## src/hw/rdio_defines.svh

```systemverilog
`ifndef RDIO_DEFINES_SVH
`define RDIO_DEFINES_SVH

// ==========================================================
// apb register byte offsets
`define RDIO_OFF_CTRL      8'h00
`define RDIO_OFF_STATUS    8'h04
`define RDIO_OFF_PROG_NO   8'h08
`define RDIO_OFF_LINE_NO   8'h0c
`define RDIO_OFF_OVRD      8'h10
`define RDIO_OFF_FAULT_NO  8'h14
`define RDIO_OFF_NUM_IN    8'h18
`define RDIO_OFF_PORT_CFG  8'h1c
`define RDIO_OFF_ZONE_CFG  8'h20
`define RDIO_OFF_JOG_STAT  8'h24

// ==========================================================
// control register bit positions
`define RDIO_CTRL_TEACH    0
`define RDIO_CTRL_PSERVO   1
`define RDIO_CTRL_PJOG     2

// ==========================================================
// port and zone configuration and program number reset values
`define RDIO_PORT_CFG_RST  16'hf0f0
`define RDIO_ZONE_CFG_RST  8'h70
`define RDIO_VALUE_RST     16'h0000

// ==========================================================
// most user-zone outputs that may be set up
`define RDIO_ZONE_MAX      8

`endif

```

## src/hw/rdio_pkg.sv

```systemverilog
// ==========================================================
// shared types of the dedicated i/o block
package rdio_pkg;

   // which value the numeric output presents
   typedef enum logic [2:0] {
      RDIO_SEL_NONE  = 3'b000,
      RDIO_SEL_PROG  = 3'b001,
      RDIO_SEL_LINE  = 3'b010,
      RDIO_SEL_OVRD  = 3'b011,
      RDIO_SEL_FAULT = 3'b100
   } rdio_sel_t;

   // dedicated inputs as they enter the synchroniser
   typedef struct packed {
      logic [15:0] num_in;
      logic [4:0]  air;
      logic [4:0]  hand;
      logic [7:0]  jog_minus;
      logic [7:0]  jog_plus;
      logic [1:0]  jog_mode;
      logic        door_open;
      logic        estop;
      logic        servo_req;
      logic        clear_req;
      logic        jog_permit;
      logic        fault_no_req;
      logic        ovrd_req;
      logic        line_req;
      logic        prog_req;
   } rdio_in_t;

   // mask of bits first..last of a 16-bit port, empty when reversed
   function automatic logic [15:0] rdio_field_mask(input logic [3:0] first, input logic [3:0] last);
      logic [15:0] m;
      m = 16'h0000;
      for (int i = 0; i < 16; i++) begin
         if ((4'(i) >= first) && (4'(i) <= last)) begin
            m[i] = 1'b1;
         end
      end
      return m;
   endfunction

endpackage

```

## src/hw/rdio_in_sync.sv

```systemverilog
`timescale 1ns/10ps
`default_nettype none

// ==========================================================
// two-stage synchroniser with a third stage for edge detection
module rdio_in_sync #(
   parameter int W = 8
) (
   input  wire logic         pclk,
   input  wire logic         presetn,
   input  wire logic [W-1:0] raw_in,
   output logic      [W-1:0] level_out,
   output logic      [W-1:0] rise_out
);

   typedef struct packed {
      logic [W-1:0] meta;   // first stage, read only by second
      logic [W-1:0] stab;   // settled sample
      logic [W-1:0] prev;   // previous settled sample
   } rdio_sync_st_t;

   rdio_sync_st_t st_ff;
   rdio_sync_st_t nxt_st;

   // shift the stages
   always_comb begin
      nxt_st      = st_ff;
      nxt_st.meta = raw_in;
      nxt_st.stab = st_ff.meta;
      nxt_st.prev = st_ff.stab;
   end

   // register the stages
   always_ff @(posedge pclk or negedge presetn) begin
      if (!presetn) begin
         st_ff <= '0;
      end else begin
         st_ff <= nxt_st;
      end
   end

   assign level_out = st_ff.stab;
   assign rise_out  = st_ff.stab & ~st_ff.prev;

endmodule // rdio_in_sync

`default_nettype wire

```

## src/hw/rdio_field_place.sv

```systemverilog
`timescale 1ns/10ps
`default_nettype none

// ==========================================================
// place a value on consecutive port bits first..last
module rdio_field_place #(
   parameter int MAX_BITS = 16
) (
   input  wire logic [15:0] value_in,
   input  wire logic [3:0]  first,
   input  wire logic [3:0]  last,
   output logic      [15:0] placed
);

   logic [3:0] eff_last;   // last bit after width limit

   // clip the field to MAX_BITS and shift the value into it
   always_comb begin
      eff_last = last;
      if ({1'b0, last} > ({1'b0, first} + 5'(MAX_BITS - 1))) begin
         eff_last = 4'(first + 4'(MAX_BITS - 1));
      end
      placed = (value_in << first) & rdio_pkg::rdio_field_mask(first, eff_last);
   end

endmodule // rdio_field_place

`default_nettype wire

```

## src/hw/rdio_top.sv

```systemverilog
// The address map and the APB slave port were chosen for this implementation.
`timescale 1ns/10ps
`default_nettype none
`include "rdio_defines.svh"

module rdio_top (
   input  wire logic        pclk,
   input  wire logic        presetn,
   // apb slave
   input  wire logic [7:0]  paddr,
   input  wire logic        psel,
   input  wire logic        penable,
   input  wire logic        pwrite,
   input  wire logic [31:0] pwdata,
   output logic      [31:0] prdata,
   output logic             pready,
   output logic             pslverr,
   // dedicated inputs from the sequencer
   input  wire logic [15:0] numeric_value_port,
   input  wire logic        program_number_request,
   input  wire logic        line_number_request,
   input  wire logic        override_value_request,
   input  wire logic        fault_number_request,
   input  wire logic        external_jog_permit,
   input  wire logic [1:0]  jog_mode_select,
   input  wire logic [7:0]  jog_plus_in,
   input  wire logic [7:0]  jog_minus_in,
   input  wire logic [4:0]  hand_fault_mech,
   input  wire logic [4:0]  air_pressure_fault_mech,
   input  wire logic        fault_clear_request,
   input  wire logic        servo_power_request,
   input  wire logic        estop_in,
   input  wire logic        door_open_in,
   // dedicated outputs to the sequencer
   output logic      [15:0] numeric_value_out,
   output logic             prog_no_ind,
   output logic             line_no_ind,
   output logic             ovrd_ind,
   output logic             fault_no_ind,
   output logic             jog_valid,
   output logic      [1:0]  jog_mode_echo,
   output logic      [7:0]  jog_plus_req,
   output logic      [7:0]  jog_minus_req,
   output logic      [4:0]  hand_fault_out,
   output logic      [4:0]  air_fault_out,
   output logic      [15:0] user_zone_indicator,
   output logic             estop_out,
   output logic             servo_on,
   output logic             fault_active,
   output logic             robot_halt
);

   // ==========================================================
   // state of the block
   typedef struct packed {
      // software registers
      logic                teach;        // teaching operation selected
      logic                pend_jog;     // pendant motion request
      logic [15:0]         prog_no;      // current program number
      logic [15:0]         line_no;      // executing line number
      logic [15:0]         ovrd;         // present override value
      logic [15:0]         fault_no;     // active fault number
      logic [15:0]         port_cfg;     // numeric port bit ranges
      logic [15:0]         zone_cfg;     // zone range and zone flags
      // block state
      rdio_pkg::rdio_sel_t sel;          // value on numeric output
      rdio_pkg::rdio_sel_t shown;        // selection whose value is on the pins
      logic                jog_ok;       // external jog permitted
      logic                servo;        // servo powered
      logic                fault;        // error state
      logic [15:0]         num_out;      // numeric output pins
      logic [15:0]         zone_out;     // user-zone output pins
      logic [1:0]          jmode;        // echoed jog mode
      logic [7:0]          jplus;        // plus jog requests
      logic [7:0]          jminus;       // minus jog requests
      logic [4:0]          hand;         // hand fault outputs
      logic [4:0]          air;          // air fault outputs
      logic                estop_o;      // stop output
      logic                halt;         // robot halted
      // bus answer
      logic [31:0]         rdata;        // read data for access phase
      logic                err;          // unmapped address seen
   } rdio_st_t;

   rdio_st_t          st_ff;             // registered state
   rdio_st_t          nxt_st;            // next state

   rdio_pkg::rdio_in_t raw_vec;          // dedicated inputs packed
   rdio_pkg::rdio_in_t lvl;              // synchronised levels
   rdio_pkg::rdio_in_t rise;             // synchronised rising edges

   logic [15:0]       num_src;           // value chosen for numeric output
   logic [15:0]       num_placed;        // value on the output bit range
   logic [15:0]       zone_placed;       // zone flags on their bit range
   logic [15:0]       num_in_val;        // value read from input bits
   logic              wr_acc;            // write taken this edge
   logic              rd_setup;          // setup phase of any access
   logic              door_stop;         // door open forces stop
   logic              pend_servo;        // pendant servo-on strobe

   // ==========================================================
   // input synchronisation
   assign raw_vec = '{num_in:       numeric_value_port,
                      air:          air_pressure_fault_mech,
                      hand:         hand_fault_mech,
                      jog_minus:    jog_minus_in,
                      jog_plus:     jog_plus_in,
                      jog_mode:     jog_mode_select,
                      door_open:    door_open_in,
                      estop:        estop_in,
                      servo_req:    servo_power_request,
                      clear_req:    fault_clear_request,
                      jog_permit:   external_jog_permit,
                      fault_no_req: fault_number_request,
                      ovrd_req:     override_value_request,
                      line_req:     line_number_request,
                      prog_req:     program_number_request};

   // every dedicated input passes two flops; edges come from a third
   rdio_in_sync #(
      .W         ($bits(rdio_pkg::rdio_in_t))
   ) u_sync (
      .pclk      (pclk),
      .presetn   (presetn),
      .raw_in    (raw_vec),
      .level_out (lvl),
      .rise_out  (rise)
   );

   // ==========================================================
   // numeric value port
   // input value: bits in_first..in_last shifted down to bit 0
   assign num_in_val = (lvl.num_in & rdio_pkg::rdio_field_mask(st_ff.port_cfg[3:0], st_ff.port_cfg[7:4]))
                       >> st_ff.port_cfg[3:0];

   // pick the value that the active request asked for
   always_comb begin
      case (st_ff.sel)
         rdio_pkg::RDIO_SEL_PROG:  num_src = st_ff.prog_no;
         rdio_pkg::RDIO_SEL_LINE:  num_src = st_ff.line_no;
         rdio_pkg::RDIO_SEL_OVRD:  num_src = st_ff.ovrd;
         rdio_pkg::RDIO_SEL_FAULT: num_src = st_ff.fault_no;
         default:                  num_src = 16'h0000;
      endcase
   end

   // output value lands on bits out_first..out_last
   rdio_field_place #(
      .MAX_BITS (16)
   ) u_num_place (
      .value_in (num_src),
      .first    (st_ff.port_cfg[11:8]),
      .last     (st_ff.port_cfg[15:12]),
      .placed   (num_placed)
   );

   // zone flags land on at most eight consecutive bits
   rdio_field_place #(
      .MAX_BITS (`RDIO_ZONE_MAX)
   ) u_zone_place (
      .value_in ({8'h00, st_ff.zone_cfg[15:8]}),
      .first    (st_ff.zone_cfg[3:0]),
      .last     (st_ff.zone_cfg[7:4]),
      .placed   (zone_placed)
   );

   // ==========================================================
   // bus decode
   assign rd_setup   = psel & ~penable;
   assign wr_acc     = psel & penable & pwrite;
   assign pend_servo = wr_acc && (paddr == `RDIO_OFF_CTRL) && pwdata[`RDIO_CTRL_PSERVO];
   // an open door stops the robot unless teaching
   assign door_stop  = lvl.door_open & ~st_ff.teach;

   // ==========================================================
   // next state
   always_comb begin
      nxt_st = st_ff;

      // register writes at the access edge
      if (wr_acc) begin
         case (paddr)
            `RDIO_OFF_CTRL: begin
               nxt_st.teach    = pwdata[`RDIO_CTRL_TEACH];
               nxt_st.pend_jog = pwdata[`RDIO_CTRL_PJOG];
            end
            `RDIO_OFF_PROG_NO:  nxt_st.prog_no  = pwdata[15:0];
            `RDIO_OFF_LINE_NO:  nxt_st.line_no  = pwdata[15:0];
            `RDIO_OFF_OVRD:     nxt_st.ovrd     = pwdata[15:0];
            `RDIO_OFF_FAULT_NO: nxt_st.fault_no = pwdata[15:0];
            `RDIO_OFF_PORT_CFG: nxt_st.port_cfg = pwdata[15:0];
            `RDIO_OFF_ZONE_CFG: nxt_st.zone_cfg = pwdata[15:0];
            default: begin
               nxt_st.err = st_ff.err;
            end
         endcase
      end

      // read data and error are prepared in the setup cycle
      if (rd_setup) begin
         nxt_st.err = 1'b0;
         case (paddr)
            `RDIO_OFF_CTRL:     nxt_st.rdata = {29'h0, st_ff.pend_jog, 1'b0, st_ff.teach};
            `RDIO_OFF_STATUS:   nxt_st.rdata = {24'h0, lvl.door_open, lvl.estop, st_ff.halt,
                                                st_ff.estop_o, st_ff.jog_ok, st_ff.fault,
                                                st_ff.servo, st_ff.sel != rdio_pkg::RDIO_SEL_NONE};
            `RDIO_OFF_PROG_NO:  nxt_st.rdata = {16'h0, st_ff.prog_no};
            `RDIO_OFF_LINE_NO:  nxt_st.rdata = {16'h0, st_ff.line_no};
            `RDIO_OFF_OVRD:     nxt_st.rdata = {16'h0, st_ff.ovrd};
            `RDIO_OFF_FAULT_NO: nxt_st.rdata = {16'h0, st_ff.fault_no};
            `RDIO_OFF_NUM_IN:   nxt_st.rdata = {16'h0, num_in_val};
            `RDIO_OFF_PORT_CFG: nxt_st.rdata = {16'h0, st_ff.port_cfg};
            `RDIO_OFF_ZONE_CFG: nxt_st.rdata = {16'h0, st_ff.zone_cfg};
            `RDIO_OFF_JOG_STAT: nxt_st.rdata = {4'h0, st_ff.air, st_ff.hand, st_ff.jmode,
                                                st_ff.jminus, st_ff.jplus};
            default: begin
               nxt_st.rdata = 32'h0000_0000;
               nxt_st.err   = 1'b1;
            end
         endcase
      end

      // numeric output request edges, first request wins a tie
      if (rise.prog_req) begin
         nxt_st.sel = rdio_pkg::RDIO_SEL_PROG;
      end else if (rise.line_req) begin
         nxt_st.sel = rdio_pkg::RDIO_SEL_LINE;
      end else if (rise.ovrd_req) begin
         nxt_st.sel = rdio_pkg::RDIO_SEL_OVRD;
      end else if (rise.fault_no_req) begin
         nxt_st.sel = rdio_pkg::RDIO_SEL_FAULT;
      end
      nxt_st.num_out = num_placed;
      // indicator moves with its value, so it never flags a stale number
      nxt_st.shown   = st_ff.sel;

      // jog permission holds after the input falls, dropped by estop
      if (rise.jog_permit) begin
         nxt_st.jog_ok = 1'b1;
      end else if (lvl.estop) begin
         nxt_st.jog_ok = 1'b0;
      end
      nxt_st.jmode = lvl.jog_mode;

      // jog requests pass only while on and permitted; both sides cancel
      nxt_st.jplus  = (st_ff.jog_ok && st_ff.servo) ? (lvl.jog_plus & ~lvl.jog_minus) : 8'h00;
      nxt_st.jminus = (st_ff.jog_ok && st_ff.servo) ? (lvl.jog_minus & ~lvl.jog_plus) : 8'h00;

      // mechanism faults follow their inputs
      nxt_st.hand = lvl.hand;
      nxt_st.air  = lvl.air;

      // user-zone outputs
      nxt_st.zone_out = zone_placed;

      // fault state: clear edge clears, a new cause wins over the clear
      if (rise.clear_req) begin
         nxt_st.fault = 1'b0;
      end
      if (lvl.estop || door_stop) begin
         nxt_st.fault = 1'b1;
      end

      // servo: switched on by request edges, forced off by stops
      if ((rise.servo_req || pend_servo) && !st_ff.fault) begin
         nxt_st.servo = 1'b1;
      end
      // opening the door drops the servo in either mode; teaching may then re-enable it from the pendant
      if (lvl.estop || door_stop || rise.door_open ||
          (lvl.door_open && !pend_servo && !st_ff.servo && rise.servo_req)) begin
         nxt_st.servo = 1'b0;
      end

      // stop output and halt state
      nxt_st.estop_o = lvl.estop | lvl.door_open;
      nxt_st.halt    = lvl.estop | door_stop | ~st_ff.servo;
   end

   // ==========================================================
   // state register
   always_ff @(posedge pclk or negedge presetn) begin
      if (!presetn) begin
         st_ff          <= '0;
         st_ff.sel      <= rdio_pkg::RDIO_SEL_NONE;
         st_ff.port_cfg <= `RDIO_PORT_CFG_RST;
         st_ff.zone_cfg <= {8'h00, `RDIO_ZONE_CFG_RST};
         st_ff.prog_no  <= `RDIO_VALUE_RST;
         st_ff.halt     <= 1'b1;
      end else begin
         st_ff <= nxt_st;
      end
   end

   // ==========================================================
   // outputs
   assign pready              = 1'b1;            // zero wait states
   assign prdata              = st_ff.rdata;
   assign pslverr             = st_ff.err & psel & penable;
   assign numeric_value_out   = st_ff.num_out;
   assign prog_no_ind         = st_ff.shown == rdio_pkg::RDIO_SEL_PROG;
   assign line_no_ind         = st_ff.shown == rdio_pkg::RDIO_SEL_LINE;
   assign ovrd_ind            = st_ff.shown == rdio_pkg::RDIO_SEL_OVRD;
   assign fault_no_ind        = st_ff.shown == rdio_pkg::RDIO_SEL_FAULT;
   assign jog_valid           = st_ff.jog_ok;
   assign jog_mode_echo       = st_ff.jmode;
   assign jog_plus_req        = st_ff.jplus;
   assign jog_minus_req       = st_ff.jminus;
   assign hand_fault_out      = st_ff.hand;
   assign air_fault_out       = st_ff.air;
   assign user_zone_indicator = st_ff.zone_out;
   assign estop_out           = st_ff.estop_o;
   assign servo_on            = st_ff.servo;
   assign fault_active        = st_ff.fault;
   assign robot_halt          = st_ff.halt;

endmodule // rdio_top

`default_nettype wire

```

## config.mk

```make
export PLATFORM = sky130hd
export DESIGN_NAME = rdio_top
export DESIGN_NICKNAME = d
export VERILOG_FILES = /design/src/hw/rdio_pkg.sv /design/src/hw/rdio_in_sync.sv /design/src/hw/rdio_field_place.sv /design/src/hw/rdio_top.sv
export VERILOG_INCLUDE_DIRS = /design/src /design/src/hw
export SDC_FILE = /design/constraint.sdc
export NUM_CORES = 1
export LEC_CHECK = 0
export ABC_AREA = 1
export BUFFER_PORTS_ARGS = -buffer_cell sky130_fd_sc_hd__buf_2
export CAP_MARGIN = 10
export CORE_MARGIN = 3
export CORE_UTILIZATION = 58
export DETAILED_ROUTE_END_ITERATION = 8
export PLACE_DENSITY = 0.8
export SYNTH_ARGS = -nofsm -noshare
export SYNTH_HDL_FRONTEND = slang
export SYNTH_SLANG_ARGS = --single-unit
```

## constraint.sdc

```tcl
create_clock -name pclk -period 6.5 [get_ports pclk]
set_clock_uncertainty 0.05 [all_clocks]
set_input_delay 0.65 -clock pclk [delete_from_list [all_inputs] [get_ports pclk]]
set_output_delay 0.65 -clock pclk [all_outputs]
set_load 0.02 [all_outputs]
```

==> reports/metrics.yaml, run 1 <==
r2r_slack_ps: 2670
syn_inst: 1798
antenna_found_initial: 1
placed_cell_area_um2: 15200
synth_top_area_share_pct: 50.7
syn_area_um2: 14800
rr_startpoint: "st_ff[129]"
leakagePower_nw: 8.48
start_kind: "flop"
finalCriticalPeriod_ps: 3830
syn_area_per_cell_um2: 8.24
synth_area_leaders: "dfrtp_1, nand2_1, nand3_1"
ys_types: 42
p_int_mw: 3.28
clk_pin_slew_ps: 60
layout_common_cells: "nand2_1, dfrtp_1, nand3_1"
maxSlewViolCount: 0
ff2ff_path_depth: 14
p_per_area_nw_per_um2: 261
mostFrequentLayoutCell: "nand2_1"
utilization_pct: 66.1
post-dp-hpwl_um: 29200
grt_pass1_vias: 11900
cp_data_arrival_time_ps: 4170
fin_ws_ps: 2670
setup_tns_ps: 0
hold_viol_final: 0
cts_tree: "built"
core_um2: 24700
grt_max_degree: 136
drc: 0
totalPowerFinal_mw: 4.26
num_rows: 57
rsz0062_at_grt: "false"
synthArstFlopShare_pct: 100
num_io_pins: 201
antenna_left: 0
wirelength_um: 41200
end_kind: "flop"
fp.dieW_um: 166
period_share_pct: 59.0
power_frac_clock_pct: 46.7
globalRouteOverflowTotal: 0
yosysWarnings: 0
clock_path_buffers: 3
p_sw_share_pct: 23.0
pwr-share-comb_pct: 5.6
place_ws_ps: 2790
routed-via-count: 12600
area_delta_synth_final_pct: 10.4
outcome: "finished clean"
routed_via_density: 5.70
grt_pass1_wl_um: 65400
start_util_pct: 59.9
drt_iter0_markers: 1564
dr.pass1.iters: 6
root_buffer: "clkbuf_16"
slew-limit-headroom_pct: 24.6
yosysSeqAreaShare_pct: 52.8
cts_resized: 0
numCtsBuffers: 34
synth_edf_count: 0
cts_setup_buffers: 0
ys_ff_latch: 312
yosysTopAreaCell: "dfrtp_1"
wire_per_inst_um: 18.6
tightestPinTransition_ps: 1130
insertion_delay_ps: 510
path_buf_inv: 2
critPathKind: "flop to flop"
critPathRequiredTime_ps: 6840
maxCapViolCount: 0
grt_usage_pct: 29.6
hp-class: "primary input to async pin"
final_area_um2: 16400
layout.nets: 1973
cts_hold_buf: 0
die-area_um2: 27500
cpMaxStageDelayCell: "dfrtp_1"
cts.sinks: 312
crit_top_cell: "nand2_1"
fill_cells: 2075
yosys_most_used_dff: "dfrtp_1"
critical_path.top_delay_family: "adder cells"
reg2reg_to: "numeric_value_out[1]"
switching_power_mw: 0.980
drive_above_1_share_pct: 15.5
ir_worst_vdd_mv: 0.269
fmax_ghz: 0.261
gp_congestion: 0.987
cts_max_level: 2
worstPathCellList: "clkinv_1 -> ha_1 -> xnor2_1 -> ha_1 -> a21oi_1 -> o21ai_0 -> nand2_1 -> nand2_2 -> nand2_4 -> nand2_1 -> nand2_1 -> nand2_1 -> o211ai_1 -> inv_1"
setup_viol: 0
seqPwrFrac_pct: 47.7
port_buffers: 179
path_max_fanout: 21
die_h_um: 166
critical_path.max_stage_delay_ps: 780
## worst max-delay path by stage
stage | cells after the start | to | start
after floorplan | 17 | numeric_value_out[1] | st_ff[129]
after CTS | 14 | numeric_value_out[1] | st_ff[129]
after global routing | 14 | numeric_value_out[5] | st_ff[129]
after global placement | 14 | numeric_value_out[1] | st_ff[129]
final | 14 | numeric_value_out[1] | st_ff[129]
after detailed placement | 14 | numeric_value_out[1] | st_ff[129]
## per-stage QoR
stage | instances | hold slack (ps)
floorplan | 1801 | 281
global placement | 2151 | 281
detailed placement | 2151 | 285
CTS | 2211 | 176
global route | 2212 | 180
finish | 2212 | 186
## per-layer routing
metal,track usage [%],part of all wire [%]
met4,12.5,4.6
met3,5.12,9.2
met1,40.9,40
met2,46.9,46
met5,0,0
## cell families after synthesis
kind of cell	Yosys count	share of synthesized area, %
buffers and inverters	298	10.4
XOR/XNOR	3	0.177
AND/OR/NAND/NOR	935	26.9
multiplexers	3	0.203
AO/OA/AOI/OAI	233	8.46
other	2	0.0507
adder cells (fa/ha/maj)	12	1.01
flip-flops	312	52.8
## state kept, by name (all words and copies together), names as in the netlist, 2 cells and up
name and cells:
prdata 28, jog_minus_req 8, u_sync.nxt_st 53, user_zone_indicator 16
air_fault_out 5, jog_plus_req 8, jog_mode_echo 2, u_sync.st_ff 8
u_sync.level_out 53, nxt_st 3, hand_fault_out 5, st_ff 102
numeric_value_out 16
## layout make-up
cell class,count,area (um^2),area share [%]
diodes,1,2.50,0.0153
clock buffers,48,1030,6.28
repair buffers,187,966,5.90
flip-flops and latches,312,7820,47.8
well taps,324,405,2.48
multi-input cells,1191,5470,33.4
clock inverters,12,156,0.956
inverters,137,519,3.17
## power groups by stage
stage	clock, mW	combinational, mW	sequential (mW)
after floorplan	0	0.134	2.05
after global placement	0	0.230	2.06
after detailed placement	0	0.235	2.07
after CTS	2.02	0.236	2.03
after global routing	2.11	0.263	2.04
final	1.99	0.238	2.03
## worst reg2reg max path: stages (launching register included)
cell and delay (ps):
dfrtp_1 780, clkinv_1 760, ha_1 540, xnor2_1 170, ha_1 340, a21oi_1 150, o21ai_0 90, nand2_1 80
nand2_2 100, nand2_4 90, nand2_1 50, nand2_1 150, nand2_1 130, o211ai_1 180, inv_1 50
## Yosys cell counts (2+ instances only)
| cell | number |
|---|---|
| nand2_1 | 557 |
| dfrtp_1 | 300 |
| nand3_1 | 195 |
| o21ai_0 | 154 |
| inv_1 | 122 |
| buf_4 | 102 |
| nor2_1 | 94 |
| a21oi_1 | 40 |
| nand4_1 | 39 |
| clkbuf_1 | 28 |
| buf_2 | 25 |
| nor3_1 | 22 |
| dfstp_2 | 12 |
| ha_1 | 12 |
| inv_2 | 10 |
| nor2_2 | 10 |
| o21ai_1 | 9 |
| o211ai_1 | 7 |
| nand2_2 | 6 |
| nor2_4 | 6 |
| buf_1 | 5 |
| o21bai_1 | 5 |
| o22ai_1 | 5 |
| a211oi_1 | 3 |
| clkinv_1 | 3 |
| mux2i_1 | 3 |
| o2111ai_1 | 3 |
| conb_1 | 2 |
| inv_4 | 2 |
| nand3b_1 | 2 |
| o221ai_1 | 2 |
| or2_2 | 2 |
| xor2_1 | 2 |
(Power assumes the default switching activity.)
==> run 2, diff against run 1 <==
Settings changed: CORE_UTILIZATION 58 to 52, PLACE_DENSITY 0.8 to 0.76.
Clock period 6.5 ns to 3.3 ns, I/O delays scaled along.
==> run 2 against run 1 <==
Against the previous run:
- cell area increased by 4.9%
- non-clock buffer count increased by 81
- via count increased by 2.5%
- maximum frequency increased by 34%
- first-iteration DRC count decreased by 0.64%
- sequential share of layout area decreased by 2.3 points
- critical path type unchanged
==> reports/metrics.yaml, run 2 (synthesis results as in run 1) <==
multi_input_area_um2: 5470
die-area_um2: 30600
hold_depth: 3
core_um2: 27900
drive_above_1_share_pct: 16.3
grt_pass1_vias: 12500
globalRouteOverflowTotal: 0
rsz0062_at_grt: "false"
start_kind: "flop"
layout_common_cells: "nand2_1, dfrtp_1, nand3_1"
hold_viol_final: 0
mostFrequentLayoutCell: "nand2_1"
setup_tns_ps: 0
drt_iter0_markers: 1554
period_share_pct: 86.9
routed_via_density: 5.51
grt_pass1_wl_um: 68800
largest_reg_flops: 102
tightestPinTransition_ps: 807
leakagePower_nw: 8.84
grt-busiest-layer: "met2"
maxCapViolCount: 0
critPathKind: "flop to flop"
num_rows: 61
clock_path_buffers: 3
fp.dieW_um: 175
cts.sinks: 312
maxSlewViolCount: 0
num_io_pins: 201
routed-via-count: 12900
cts_tree: "built"
antenna_left: 0
start_util_pct: 53.1
area_delta_synth_final_pct: 15.9
regMostFlops: "st_ff"
numCtsBuffers: 34
use_met2_pct: 47.1
final_cells: 2346
layout.nets: 2054
placed_cell_area_um2: 15500
final_area_um2: 17200
drc: 0
hp-class: "primary input to flop"
wire_per_inst_um: 18.7
dr.pass1.iters: 6
antenna_found_initial: 1
slew-limit-headroom_pct: 46.2
fmax_ghz: 0.349
regArea_um2: 7820
p_per_area_nw_per_um2: 497
ir_worst_vdd_mv: 0.443
root_buffer: "clkbuf_16"
path_max_fanout: 11
fin_hold_ws_ps: 31.8
use_met1_pct: 38.6
wirelength_um: 43800
end_kind: "flop"
clk_pin_slew_ps: 60
gp_congestion: 0.956
insertion_delay_ps: 520
ff2ff_path_depth: 18
grt_usage_pct: 28.7
totalPowerFinal_mw: 8.53
finalCriticalPeriod_ps: 2870
outcome: "finished clean"
die_h_um: 175
critPathRequiredTime_ps: 3640
post-dp-hpwl_um: 31000
setup_viol: 0
cts_max_level: 2
post-place-cells: 2232
grt_max_degree: 74
cp_data_arrival_time_ps: 3210
use_met3_pct: 4.24
fill_cells: 2402
port_buffers: 179
[run 2: cell types whose count changed in the layout (fill, tap and decap cells not counted)]
cell / previous run / this run
dlygate4sd3_1: 0 / 54
buf_4: 8 / 34
clkinv_2: 2 / 5
bufinv_16: 3 / 5
clkbuf_16: 37 / 35
clkbuf_8: 6 / 4
clkinv_4: 3 / 1
inv_6: 0 / 2
buf_12: 0 / 1
clkbuf_1: 5 / 4
clkinvlp_4: 4 / 3
[run 2: per-stage QoR]
stage | utilization [%] | setup slack, ps
2_1_floorplan | - | 632
3_3_place_gp | 55.3 | 577
3_5_place_dp | 55.3 | 551
4_1_cts | 61.5 | 517
5_1_grt | 61.5 | 225
6_report | 61.5 | 433
[run 2: critical path: stages (launching register included)]
cell and delay, ps:
dfrtp_1 560, inv_1 120, ha_1 230, inv_1 120
nor2_1 70, nor2_1 180, ha_1 280, a21oi_1 130
o21ai_0 90, nand2_1 60, nand2_1 110, inv_1 70
nor2_1 50, nand2_1 60, nand2_1 100, nor2_1 260
nand2_1 80, nand2_1 70, inv_1 40
[run 2: worst paths after layout]
check / from / to / slack, ps
worst max-delay path: st_ff[105] / user_zone_indicator[9] / 430
worst min-delay path: pwdata[0] / st_ff[201] / 30
worst max register to register: st_ff[105] / user_zone_indicator[9] / 430
worst min register to register: u_sync.nxt_st[81] / u_sync.level_out[28] / 290
max in group asynchronous: presetn / u_sync.level_out[21] / 1960
min in group asynchronous: presetn / u_sync.nxt_st[56] / 330
[run 2: what timing repair did]
action,4_1_cts,5_1_grt
hold endpoints to repair,115,0
gates resized for setup,0,0
hold buffers,54,0
buffers inserted,0,0
[run 2: final cells by class]
class,count,area share (%)
flip-flops and latches,312,45.5
well taps,378,2.75
inverters,137,3.02
multi-input cells,1191,31.8
clock inverters,16,1.30
clock buffers,43,5.51
repair buffers,268,10.0
diodes,1,0.0146
[run 2: power by group]
| part | switching, mW | total (mW) | internal, mW | leakage (nW) |
|---|---|---|---|---|
| clock network | 1.56 | 3.99 | 2.43 | 0.569 |
| logic | 0.363 | 0.532 | 0.169 | 4.28 |
| registers | 0.0709 | 4.01 | 3.94 | 3.99 |
| total | 1.99 | 8.53 | 6.54 | 8.84 |
[run 2: per-layer routing]
| layer | routed length (um) | part of all wire, % |
|---|---|---|
| met1 | 17900 | 41 |
| met2 | 20800 | 48 |
| met3 | 3130 | 7.1 |
| met4 | 1920 | 4.4 |
| met5 | 0 | 0 |
